### config.mk
export PLATFORM = sky130hd
export DESIGN_NAME = ptp_clock_compare_detect
export DESIGN_NICKNAME = d
export VERILOG_FILES = /design/src/ptp_pkg.sv /design/src/ptp_clock_compare_detect.sv
export SDC_FILE = /design/constraint.sdc
export NUM_CORES = 2
export LEC_CHECK = 0
export ABC_AREA = 1
export BUFFER_PORTS_ARGS = -buffer_cell sky130_fd_sc_hd__buf_4
export CAP_MARGIN = 10
export CORE_MARGIN = 10
export CORE_UTILIZATION = 40
export DETAILED_ROUTE_END_ITERATION = 6
export PLACE_DENSITY = 0.6
export SLEW_MARGIN = 25
export SYNTH_ARGS = -nofsm -noshare
export SYNTH_HDL_FRONTEND = slang
export SYNTH_SLANG_ARGS = --single-unit
### constraint.sdc
create_clock -name hclk -period 3.5 [get_ports hclk]
set_clock_uncertainty 0.05 [all_clocks]
set_input_delay 0 -clock hclk [delete_from_list [all_inputs] [get_ports hclk]]
set_output_delay 0 -clock hclk [all_outputs]
set_load 0.005 [all_outputs]
### src/ptp_pkg.sv
/*
 Shared constants and types for the timing-message detect, time clock and
 target compare block. Assumes a 100 MHz system clock and an AHB-Lite host.
*/
package ptp_pkg;
   // ==========================================================
   // Register offsets (byte addresses)
   localparam logic [7:0] OFS_CFG      = 8'h00;
   localparam logic [7:0] OFS_CMD      = 8'h04;
   localparam logic [7:0] OFS_FLAGS    = 8'h08;
   localparam logic [7:0] OFS_SYS      = 8'h0c;
   localparam logic [7:0] OFS_ADDEND   = 8'h18;
   localparam logic [7:0] OFS_XADDR_HI = 8'h2c;
   localparam logic [7:0] OFS_XADDR_LO = 8'h30;
   localparam logic [7:0] OFS_CAP_BASE = 8'h40;
   // Split 64-bit pairs: 0 time, 1 match time, 2 next match
   localparam logic [7:0] OFS_PAIR_HI [3] = '{8'h10, 8'h1c, 8'h24};
   localparam logic [7:0] OFS_PAIR_LO [3] = '{8'h14, 8'h20, 8'h28};
   // ==========================================================
   // Field positions
   localparam int CFG_MODE_LSB   = 0;
   localparam int CFG_RELOAD_BIT = 3;
   localparam int CFG_EN_LSB     = 4;
   localparam int CFG_GCLR_LSB   = 19;
   localparam int CFG_W          = 21;
   localparam int CMD_SNAP_BIT   = 0;
   localparam int FL_GPIO_LSB    = 6;
   localparam int FL_TIMER       = 8;
   localparam int FL_W           = 9;
   localparam int IE_LSB         = 16;
   localparam logic [31:0] RST_ADDEND = 32'h0;
   // ==========================================================
   // Frame layout
   localparam logic [6:0]  PAY_UNTAG   = 7'd42;
   localparam logic [6:0]  PAY_TAG     = 7'd46;
   localparam logic [6:0]  CTL_OFS     = 7'd32;
   localparam logic [6:0]  TYPE_OFS    = 7'd13;
   localparam logic [6:0]  VLAN_LEN    = 7'd4;
   localparam logic [15:0] VLAN_TYPE   = 16'h8100;
   localparam logic [15:0] IPV4_TYPE   = 16'h0800;
   localparam logic [47:0] ADDR_FIX0   = 48'h01005e000181;
   localparam logic [7:0]  MSG_SYNC    = 8'h00;
   localparam logic [7:0]  MSG_DREQ    = 8'h01;
   // ==========================================================
   // Timing
   localparam int CLK_NS       = 10;
   localparam int GPIO_MIN_NS  = 40;
   localparam int GPIO_MIN_CYC = (GPIO_MIN_NS + CLK_NS - 1) / CLK_NS;

   // One byte of a frame path; sof marks byte 0, eof the last byte
   typedef struct packed {
      logic       vld;
      logic       sof;
      logic       eof;
      logic       fcs_ok;
      logic [7:0] dat;
   } ptp_frm_t;
endpackage

### src/ptp_clock_compare_detect.sv
/*
 Timing-message detection on three ports (rx and tx each), 64-bit time
 clock with addend accumulator, target compare with renewal, two input
 captures and a summary event. Assumes frame bytes arrive on hclk and the
 two capture inputs are asynchronous pins.
*/
// Contract
// - Frame qualifies as timing message by destination address and type byte only.
// - Four fixed multicast addresses ..81 to ..84, each enabled per port.
// - Host-programmed extra address also matches, with its own per-port enable.
// - Control byte at payload offset 32: 0x00 Sync, 0x01 Delay_Req.
// - Payload starts at byte 42 untagged, 46 tagged.
// - Tagged and untagged accepted; only Ethernet II carrying IPv4.
// - 64-bit time readable and writable through upper and lower words.
// - Snapshot command freezes time so both halves read consistently.
// - New time applies only after both halves written, any order.
// - Addend added to accumulator every cycle; overflow increments time.
// - Time continuously compared with 64-bit match time.
// - On equality set timer flag, then renew match time.
// - Renewal bit 1: load match time from next-match pair.
// - Renewal bit 0: add lower next-match word to match time.
// - Time set by host equal to match time also fires.
// - Time and match time wrap through zero.
// - Match and next-match pairs update only after both halves written.
// - Active edge on either capture input snapshots time.
// - Flags for port rx/tx, both captures and match, each enabled.
// - Flags ANDed with enables, ORed into the summary event bit.
// - Capture edge may clear timer flag; input must be active over 40 ns.
// - Slave: rx Sync, tx Delay_Req; master the reverse; mode per port.
// - Capture only after type match and good check sequence; set flag.
`timescale 1ns/10ps
module ptp_clock_compare_detect
   import ptp_pkg::*;
(
   input  wire logic                    hclk,
   input  wire logic                    hresetn,
   input  wire logic                    hsel,
   input  wire logic [31:0]             haddr,
   input  wire logic [1:0]              htrans,
   input  wire logic                    hwrite,
   input  wire logic [2:0]              hsize,
   input  wire logic [31:0]             hwdata,
   input  wire logic                    hready,
   output logic                         hreadyout,
   output logic                         hresp,
   output logic [31:0]                  hrdata,
   input  wire ptp_pkg::ptp_frm_t [5:0] frm,
   input  wire logic [1:0]              cap_pin,
   output logic                         timing_summary_event,
   output logic                         target_hit
);
   import ptp_pkg::*;

   function automatic logic [7:0] addr_byte(input logic [47:0] a, input logic [6:0] i);
      addr_byte = a[8*(5-i[2:0]) +: 8];
   endfunction

   // ==========================================================
   // Host bus
   logic                dp_wr_ff;
   logic [7:0]          dp_addr_ff;
   logic                hreadyout_ff;
   logic [31:0]         hrdata_ff;
   logic [CFG_W-1:0]    cfg_ff;
   logic [FL_W-1:0]     flags_ff;
   logic [FL_W-1:0]     ie_ff;
   logic [31:0]         addend_ff;
   logic [15:0]         xaddr_hi_ff;
   logic [31:0]         xaddr_lo_ff;
   logic [63:0]         time_ff;
   logic [63:0]         snap_ff;
   logic [63:0]         tgt_ff;
   logic [63:0]         rld_ff;
   logic [31:0]         acc_ff;
   logic                chg_ff;
   logic                hit_ff;
   logic                sum_ff;
   logic [63:0]         cap_ff [8];
   logic [31:0]         stg_hi_ff [3];
   logic [31:0]         stg_lo_ff [3];
   logic [1:0]          got_ff [3];

   wire        addr_ph  = hsel & htrans[1] & hready;
   wire        wr       = dp_wr_ff;
   wire [7:0]  wa       = dp_addr_ff;
   wire        cap_rd   = haddr[7:0] >= OFS_CAP_BASE;
   wire [2:0]  cap_idx  = haddr[5:3];
   logic [31:0] rd_val;

   always_comb
   begin
      rd_val = 32'h0;
      if (cap_rd)
         rd_val = haddr[2] ? cap_ff[cap_idx][31:0] : cap_ff[cap_idx][63:32];
      else
         unique case (haddr[7:0])
            OFS_CFG:        rd_val = 32'(cfg_ff);
            OFS_FLAGS:      rd_val = 32'(flags_ff) | (32'(ie_ff) << IE_LSB);
            OFS_SYS:        rd_val = {31'h0, sum_ff};
            OFS_PAIR_HI[0]: rd_val = snap_ff[63:32];
            OFS_PAIR_LO[0]: rd_val = snap_ff[31:0];
            OFS_ADDEND:     rd_val = addend_ff;
            OFS_PAIR_HI[1]: rd_val = tgt_ff[63:32];
            OFS_PAIR_LO[1]: rd_val = tgt_ff[31:0];
            OFS_PAIR_HI[2]: rd_val = rld_ff[63:32];
            OFS_PAIR_LO[2]: rd_val = rld_ff[31:0];
            OFS_XADDR_HI:   rd_val = {16'h0, xaddr_hi_ff};
            OFS_XADDR_LO:   rd_val = xaddr_lo_ff;
            default:        rd_val = 32'h0;
         endcase
   end

   always_ff @(posedge hclk or negedge hresetn)
   begin
      if (!hresetn)
      begin
         dp_wr_ff     <= 1'b0;
         dp_addr_ff   <= 8'h0;
         hrdata_ff    <= 32'h0;
         hreadyout_ff <= 1'b0;
      end
      else
      begin
         hreadyout_ff <= 1'b1;
         dp_wr_ff     <= addr_ph & hwrite;
         if (addr_ph)
            dp_addr_ff <= haddr[7:0];
         if (addr_ph & ~hwrite)
            hrdata_ff <= rd_val;
      end
   end

   assign hreadyout = hreadyout_ff;
   assign hresp     = 1'b0;
   assign hrdata    = hrdata_ff;

   // ==========================================================
   // Split 64-bit writes: commit only once both halves are in
   logic [2:0]  commit;
   logic [63:0] pair_val [3];

   always_comb
   begin
      for (int i = 0; i < 3; i++)
      begin
         commit[i]   = wr & (((wa == OFS_PAIR_HI[i]) & got_ff[i][0]) |
                             ((wa == OFS_PAIR_LO[i]) & got_ff[i][1]));
         pair_val[i] = {(wa == OFS_PAIR_HI[i]) ? hwdata : stg_hi_ff[i],
                        (wa == OFS_PAIR_LO[i]) ? hwdata : stg_lo_ff[i]};
      end
   end

   always_ff @(posedge hclk or negedge hresetn)
   begin
      if (!hresetn)
         for (int i = 0; i < 3; i++)
         begin
            stg_hi_ff[i] <= 32'h0;
            stg_lo_ff[i] <= 32'h0;
            got_ff[i]    <= 2'b00;
         end
      else
         for (int i = 0; i < 3; i++)
            if (commit[i])
               got_ff[i] <= 2'b00;
            else if (wr & (wa == OFS_PAIR_HI[i]))
            begin
               stg_hi_ff[i]    <= hwdata;
               got_ff[i][1]    <= 1'b1;
            end
            else if (wr & (wa == OFS_PAIR_LO[i]))
            begin
               stg_lo_ff[i]    <= hwdata;
               got_ff[i][0]    <= 1'b1;
            end
   end

   // ==========================================================
   // Time clock, compare and renewal
   wire [32:0] acc_sum = {1'b0, acc_ff} + {1'b0, addend_ff};
   wire        carry   = acc_sum[32];
   wire        hit     = chg_ff & (time_ff == tgt_ff);
   wire [63:0] tgt_add = tgt_ff + {32'h0, rld_ff[31:0]};

   always_ff @(posedge hclk or negedge hresetn)
   begin
      if (!hresetn)
      begin
         acc_ff  <= 32'h0;
         time_ff <= 64'h0;
         chg_ff  <= 1'b0;
         tgt_ff  <= 64'h0;
         rld_ff  <= 64'h0;
         hit_ff  <= 1'b0;
         snap_ff <= 64'h0;
      end
      else
      begin
         acc_ff <= acc_sum[31:0];
         // A host write of the time wins over the increment in that cycle
         if (commit[0])
            time_ff <= pair_val[0];
         else if (carry)
            time_ff <= time_ff + 64'h1;
         chg_ff <= commit[0] | carry;
         hit_ff <= hit;
         if (commit[1])
            tgt_ff <= pair_val[1];
         else if (hit)
            tgt_ff <= cfg_ff[CFG_RELOAD_BIT] ? rld_ff : tgt_add;
         if (commit[2])
            rld_ff <= pair_val[2];
         if (wr & (wa == OFS_CMD) & hwdata[CMD_SNAP_BIT])
            snap_ff <= time_ff;
      end
   end

   assign target_hit = hit_ff;

   // ==========================================================
   // Capture inputs: three-stage sync, then held-active filter
   localparam logic [2:0] GMAX = 3'(GPIO_MIN_CYC);
   logic [1:0] s1_ff, s2_ff, s3_ff;
   logic [2:0] gcnt_ff [2];
   logic [1:0] gev;

   always_comb
      for (int g = 0; g < 2; g++)
         gev[g] = s2_ff[g] & s3_ff[g] & (gcnt_ff[g] == GMAX - 3'd1);

   always_ff @(posedge hclk or negedge hresetn)
   begin
      if (!hresetn)
      begin
         s1_ff      <= 2'b00;
         s2_ff      <= 2'b00;
         s3_ff      <= 2'b00;
         gcnt_ff[0] <= 3'h0;
         gcnt_ff[1] <= 3'h0;
      end
      else
      begin
         s1_ff <= cap_pin;
         s2_ff <= s1_ff;
         s3_ff <= s2_ff;
         for (int g = 0; g < 2; g++)
            if (!(s2_ff[g] & s3_ff[g]))
               gcnt_ff[g] <= 3'h0;
            else if (gcnt_ff[g] != GMAX)
               gcnt_ff[g] <= gcnt_ff[g] + 3'd1;
      end
   end

   // ==========================================================
   // Frame detectors: index d = 2*port + dir (dir 0 rx, 1 tx)
   logic [5:0]  dev;
   logic [63:0] dts [6];
   wire  [47:0] xaddr = {xaddr_hi_ff, xaddr_lo_ff};

   for (genvar d = 0; d < 6; d++)
   begin : g_det
      localparam int P = d / 2;
      logic [6:0]  cnt_ff;
      logic [4:0]  am_ff;
      logic [7:0]  prv_ff;
      logic        tag_ff;
      logic        typ_ff;
      logic        msg_ff;
      logic [63:0] hold_ff;
      logic [4:0]  am_b;
      wire ptp_frm_t f   = frm[d];
      wire [6:0]  bi     = f.sof ? 7'd0 : cnt_ff;
      wire [15:0] pair   = {prv_ff, f.dat};
      wire [6:0]  ctl_at = 7'((tag_ff ? PAY_TAG : PAY_UNTAG) + CTL_OFS);
      wire        mode   = cfg_ff[CFG_MODE_LSB + P];
      wire [7:0]  want   = (mode ^ (d % 2 == 1)) ? MSG_DREQ : MSG_SYNC;
      wire [4:0]  en     = cfg_ff[CFG_EN_LSB + 5*P +: 5];

      always_comb
      begin
         for (int k = 0; k < 4; k++)
            am_b[k] = f.dat == addr_byte(ADDR_FIX0 + 48'(k), bi);
         am_b[4] = f.dat == addr_byte(xaddr, bi);
      end

      // Address, ethertype, control byte and check sequence only; nothing else is checked
      assign dev[d] = f.vld & f.eof & f.fcs_ok & (|(am_ff & en)) & typ_ff & msg_ff;
      assign dts[d] = hold_ff;

      always_ff @(posedge hclk or negedge hresetn)
      begin
         if (!hresetn)
         begin
            cnt_ff  <= 7'h0;
            am_ff   <= 5'h0;
            prv_ff  <= 8'h0;
            tag_ff  <= 1'b0;
            typ_ff  <= 1'b0;
            msg_ff  <= 1'b0;
            hold_ff <= 64'h0;
         end
         else if (f.vld)
         begin
            prv_ff <= f.dat;
            cnt_ff <= (bi == 7'h7f) ? bi : 7'(bi + 7'd1);
            if (f.sof)
            begin
               hold_ff <= time_ff;
               am_ff   <= am_b;
               tag_ff  <= 1'b0;
               typ_ff  <= 1'b0;
               msg_ff  <= 1'b0;
            end
            else
            begin
               if (bi < 7'd6)
                  am_ff <= am_ff & am_b;
               if (bi == TYPE_OFS)
               begin
                  tag_ff <= pair == VLAN_TYPE;
                  typ_ff <= pair == IPV4_TYPE;
               end
               if (tag_ff & (bi == TYPE_OFS + VLAN_LEN))
                  typ_ff <= pair == IPV4_TYPE;
               if (bi == ctl_at)
                  msg_ff <= f.dat == want;
            end
         end
      end
   end

   // ==========================================================
   // Flags, enables, captures, configuration
   logic [FL_W-1:0] fl_set, fl_clr, nxt_flags;

   always_comb
   begin
      fl_set = {hit, gev, dev};
      fl_clr = (wr & (wa == OFS_FLAGS)) ? hwdata[FL_W-1:0] : '0;
      if (|(gev & cfg_ff[CFG_GCLR_LSB +: 2]))
         fl_clr[FL_TIMER] = 1'b1;
      // A new event wins over a clear in the same cycle
      nxt_flags = (flags_ff & ~fl_clr) | fl_set;
   end

   always_ff @(posedge hclk or negedge hresetn)
   begin
      if (!hresetn)
      begin
         cfg_ff      <= '0;
         flags_ff    <= '0;
         ie_ff       <= '0;
         addend_ff   <= RST_ADDEND;
         xaddr_hi_ff <= 16'h0;
         xaddr_lo_ff <= 32'h0;
         sum_ff      <= 1'b0;
         for (int i = 0; i < 8; i++)
            cap_ff[i] <= 64'h0;
      end
      else
      begin
         flags_ff <= nxt_flags;
         sum_ff   <= |(nxt_flags & ie_ff);
         for (int i = 0; i < 6; i++)
            if (dev[i])
               cap_ff[i] <= dts[i];
         for (int g = 0; g < 2; g++)
            if (gev[g])
               cap_ff[6+g] <= time_ff;
         if (wr)
            unique case (wa)
               OFS_CFG:      cfg_ff      <= hwdata[CFG_W-1:0];
               OFS_FLAGS:    ie_ff       <= hwdata[IE_LSB +: FL_W];
               OFS_ADDEND:   addend_ff   <= hwdata;
               OFS_XADDR_HI: xaddr_hi_ff <= hwdata[15:0];
               OFS_XADDR_LO: xaddr_lo_ff <= hwdata;
               default:      ;
            endcase
      end
   end

   assign timing_summary_event = sum_ff;
endmodule

Word level (Yosys, flattened, before mapping) --
Cells that the tools add are included.
Storage, ports and cells: word-level logic and storage cells 542, output and inout port bits 36, bits in registers 1696, bits of input ports 148
Operators by class: equal/unequal tests 104, bitwise logic cells 93, order comparisons 8, mux-type cells 113, reduce and logical (&&, ||, !) cells 86, shift operators 30, add/subtract/negate cells 23
Operators by type and width (count):
- $shiftx 48x33->8 const A | 24
- $mux 64 | 7
- $pmux 32 s12 | 1
- $shiftx 48x33->8 | 6
- $mux 32 | 8
- $eq 8x8->1 | 30
- $bmux 64 s3 | 1
- $eq 16x12->1 const B | 6
- $eq 16x16->1 const B | 6
- $mux 7 | 12
- $reduce_and 2->1 | 41
- $eq 8x6->1 const B | 10
- $add 64x1->64 const B | 1
- $add 64x32->64 | 1
- $eq 64x64->1 | 1
- $eq 8x5->1 const B | 8
- $and 1x1->1 | 63
- $and 5x5->5 | 12
- $mux 5 | 12
- $mux 1 | 58
- $reduce_bool 2->1 | 26
- $eq 8x1->1 | 6
- $add 6x6->7 const B | 6
- $add 7x1->7 const B | 6
- 33 further kinds | 105

Depth between registers and ports, before layout --
depth in word-level cells 10, gate-level depth with buffers 19, mapped depth without buffers 17

Worst setup path before layout --
No wires, ideal clock.
path kind flip-flop to flip-flop, start register g_det[5].cnt_ff[1], end register g_det[5].am_ff[0], arrival 2362 ps, path slack 1001 ps, clock period less this slack 2499 ps, stages on the path, launching flop included 12, path buffers 2, data required time 3363 ps, library setup time 87 ps, path through dfrtp_1 -> nand2_1 -> clkinv_1 -> ha_1 -> clkbuf_1 -> inv_1 -> buf_2 -> nand3_1 -> nand3b_1 -> a21oi_1 -> nand3_1 -> a22oi_1
On the way: longest elaborated chain between the ends 7, elaborated cells on any way between the ends 10, classes of those cells add/sub (1); order compare (1); eq/ne (1); shift (1); mux (3); bitwise (1); reduce/logical (2)
Ends and longest elaborated chain:
- from (decl) | line ptp_clock_compare_detect.sv:263 | logic [6:0] cnt_ff;
- from (signal assigned) | line ptp_clock_compare_detect.sv:305 | cnt_ff <= (bi == 7'h7f) ? bi : 7'(bi + 7'd1);
- $mux 7 (*) | line ptp_clock_compare_detect.sv:272 | wire [6:0] bi = f.sof ? 7'd0 : cnt_ff;
- $sub 3x3->4 | line ptp_clock_compare_detect.sv:55 | addr_byte = a[8*(5-i[2:0]) +: 8];
- $shiftx 48x33->8 | line ptp_clock_compare_detect.sv:55
- $eq 8x8->1 | line ptp_clock_compare_detect.sv:282 | am_b[k] = f.dat == addr_byte(ADDR_FIX0 + 48'(k), bi);
- $and 5x5->5 | line ptp_clock_compare_detect.sv:317 | am_ff <= am_ff & am_b;
- $mux 5 | line ptp_clock_compare_detect.sv:316 | if (bi < 7'd6)
- $mux 5 | line ptp_clock_compare_detect.sv:306 | if (f.sof)
- to (signal assigned) | line ptp_clock_compare_detect.sv:309 | am_ff <= am_b;
- to (signal assigned) | line ptp_clock_compare_detect.sv:317
- to (decl) | line ptp_clock_compare_detect.sv:264 | logic [4:0] am_ff;
Mark *: on every way between the ends. The rest lies on a longest branch, timed or not. The select of a mux whose other input is x is not followed. A chain may end at the register's enable or synchronous reset.

Worst setup path after layout --
start register g_det[5].cnt_ff[2], end register g_det[5].am_ff[1]
Same word-level chain as after synthesis.

==> impl_metrics.tcl <==
set metrics [dict create \
    clockRootBuffer "clkbuf_16" \
    nets 12000 \
    cts.sinks 1696 \
    cts-root-to-sink-buffers 3 \
    floorplan.initialDensity_pct 40.2 \
    postSynthAreaPerCell_um2 7.61 \
    initialDrtViolationCount 9301 \
    synthesis.area_um2 87200 \
    hold_critical_path_depth 4 \
    timing.critical_path.slowest_stage_cell "dlygate4sd3_1" \
    timing.final.ws_setup_ns 0.203 \
    run_status "finished with violations" \
    finalNonFillerCells 14700 \
    synth_top_cell_area_share_pct 48.7 \
    antenna_found_initial 22 \
    route.detailed.vias_per_inst 5.66 \
    place.detailed.instances 14100 \
    netlist.top_cell.by_area "dfrtp_1" \
    worstPathRequired_ns 4.26 \
    critPathLaunchType "flip-flop" \
    routedWlPerCell_um 26.0 \
    hold_path_class "in -> reg" \
    synth.distinct_cells 63 \
    pre_cts_slack_ns 0.463 \
    postSynthRegisterBits 1696 \
    violations "design-rule violations" \
    placement.io_buffers 154 \
    cts_buffers 188 \
    final_hold_viol_count 0 \
    finalCritPeriodShare_pct 94.2 \
    yosys_warn_count 0 \
    coreArea_um2 217000 \
    synth-edff-count 0 \
    timing.max_cap.violations 0 \
    grt_start_max_net_pins 129 \
    worst-slew-pin-transition_ns 1.12 \
    path_clk_slew_ns 0.06 \
    drive_above_1_share_pct 7.98 \
    timing.max_slew.rel_slack_pct 25.2 \
    worst_setup_path_end_kind "flip-flop" \
    wl_um 383000 \
    syn-num-nets 11700 \
    worstPathArrival_ns 4.06 \
    grt-ovfl-total 0 \
    leakage_nw 51.1 \
    power.density_cell_area_nw_per_um2 561 \
    synth_async_sr_flop_share_pct 100 \
    cpPeakStageDelay_ns 0.60 \
    antenna_nets_post_route 0 \
    report.final.slew_viol_count 0 \
    cts_tree "yes" \
    clock_tree.htree_level_count 4 \
    max_freq_ghz 0.303 \
    post-dp-hpwl_um 270000 \
    netlist_top_cells_area "dfrtp_1 (49%), nand2_1 (15%), o21ai_0 (12%)" \
    final-setup-viol-count 0 \
    floorplan.io_pins 184 \
    post_route_worst_hold_slack_ns 0.0591 \
    clkLatencyLatePin_ns 0.91 \
    aggregate_negative_setup_slack_ns 0 \
    first_pass_iters 7 \
    timing.final.crit_period_ns 3.30 \
    crit_chain "inv_1 > nor2_1 > ha_2 > clkinvlp_4 > nor2_1 > nand3_2 > nand3b_1 > a21oi_1 > o2111ai_1 > dlygate4sd3_1 > o21ai_0" \
    vias 83400 \
    first_pass_grt_wire_length_um 555000 \
    syn2layout_area_growth_pct 16.9 \
    dieArea_um2 237000 \
    critical_path_peak_fanout 11 \
    critical_path_most_common_cell "nor2_1" \
    placementRows 171 \
    setup.worst_path.class "reg -> reg" \
    gp_weighted_congestion 1.02 \
    dieHeight_um 487 \
    grt_pass1_vias 79100 \
    postSynth.topFlopCell "dfrtp_1" \
    irDropWorstVdd_mv 0.638 \
    rsz0062_at_grt "no" \
    synth_cells 11500 \
    final_util_pct 47.0 \
    synth_sequential_area_ratio_pct 48.7 \
    groute.usage.overall_pct 31.5 \
    die_w_um 487 \
    drcViolationCount 18 \
    reg2reg_depth 11 \
]
## worst paths after layout
path	slack, ns	to	from
max in group asynchronous	2.06	g_det[4].hold_ff[11]	hresetn
min reg2reg	0.30	s2_ff[0]	s1_ff[0]
min in group asynchronous	0.51	cap_ff[374]	hresetn
min	0.06	g_det[0].am_ff[2]	frm[10]
max reg2reg	0.20	g_det[5].am_ff[1]	g_det[5].cnt_ff[2]
max	0.20	g_det[5].am_ff[1]	g_det[5].cnt_ff[2]
## final cells by class
cell class | count | area, um^2
antenna | 8 | 20.0
clock buffer | 275 | 5520
inverter | 1050 | 3960
sequential | 1696 | 42400
fill | 21600 | 115000
tap | 2854 | 3570
clock inverter | 72 | 1060
timing repair buffer | 758 | 7120
multi-input combinational | 8036 | 38300
## state kept, by name, indices dropped and copies added (netlist names), 16 cells and up
name and flops:
xaddr_hi_ff 16, g_det.prv_ff 48, stg_hi_ff 96, g_det.hold_ff 384, time_ff 64, cap_ff 512
g_det.cnt_ff 42, addend_ff 32, cfg_ff 21, xaddr_lo_ff 32, acc_ff 32, rld_ff 64
g_det.am_ff 30, tgt_ff 64, snap_ff 64, hrdata 32, stg_lo_ff 96
## cell families after synthesis
kind of cell             after synthesis  synth area share, %
flip-flops                          1696                 48.7
multiplexers                          67                0.861
AO/OA/AOI/OAI                       2845                 17.2
buffers and inverters               1734                 7.71
XOR/XNOR                             180                 1.81
other                                  2              0.00861
AND/OR/NAND/NOR                     4843                 22.3
adder cells (fa/ha/maj)               99                 1.44
## cell usage in the layout, fill, tap and decap left out, types with 10 or more instances in the layout
cell,netlist,layout
inv_2,14,14
ha_1,97,96
o2111ai_1,28,28
buf_4,13,435
nor3_1,128,128
buf_12,0,58
nand2_4,0,13
a21oi_1,454,454
clkinv_1,22,22
o221ai_1,15,15
nand2_2,7,16
nand3_1,399,395
a31oi_1,80,80
bufinv_16,0,16
clkbuf_16,0,189
o21a_1,10,10
o311ai_0,10,10
clkbuf_1,533,39
o211ai_1,87,87
nand2_1,3393,3371
mux2_2,64,64
nand4_1,135,135
nor4_1,36,36
clkbuf_8,0,47
xor2_1,145,145
o22ai_1,42,42
clkinvlp_4,0,13
o21ai_0,2055,2054
xnor2_1,35,35
inv_1,1014,1009
dfrtp_1,1696,1695
nor2_1,705,700
dlygate4sd3_1,0,262
clkinv_2,0,25
## through the flow
step	total power, mW	cell area (um^2)
floorplan	30.5	87200
global placement	35.6	92600
global route	59.6	102000
finish	57.2	102000
CTS	57.2	102000
detailed placement	35.9	92600
## synthesized netlist by cell type, types with 64 or more instances
cell	n
inv_1	1014
xor2_1	145
nor3_1	128
a31oi_1	80
o21ai_0	2055
nand3_1	399
a21oi_1	454
nand4_1	135
ha_1	97
o211ai_1	87
nand2_1	3393
nor2_1	705
dfrtp_1	1696
clkbuf_1	533
mux2_2	64
buf_2	95
## power breakdown
part / leakage [nW] / internal (mW) / switching (mW)
registers: 19.2 / 22.2 / 1.97
clock network: 3.20 / 12.2 / 8.84
logic: 28.7 / 3.93 / 8.03
## critical path, delay by kind of cell (launching register included)
kind / cells / cell delay, ns
AOI/OAI and AO/OA: 3 / 0.56
adders and majority gates: 1 / 0.50
buffers and inverters: 3 / 0.96
DFF: 1 / 0.38
and+or+nand+nor: 4 / 0.77
## metal layers
metal | GRT usage [%] | vias up | share of wire (%)
met5 | 0 | - | 0.018
li1 | - | 37900 | -
met1 | 43.2 | 40800 | 42
met3 | 6.37 | 820 | 8.9
met4 | 15.7 | 2 | 5.7
met2 | 47.5 | 3905 | 43
## what timing repair did
action	CTS	global route
setup buffers	0	4
hold buffers	263	0
setup endpoints to repair	0	3
hold endpoints to repair	2485	0
resized for setup	0	7
No activity file was read; power rests on OpenSTA's default activity.
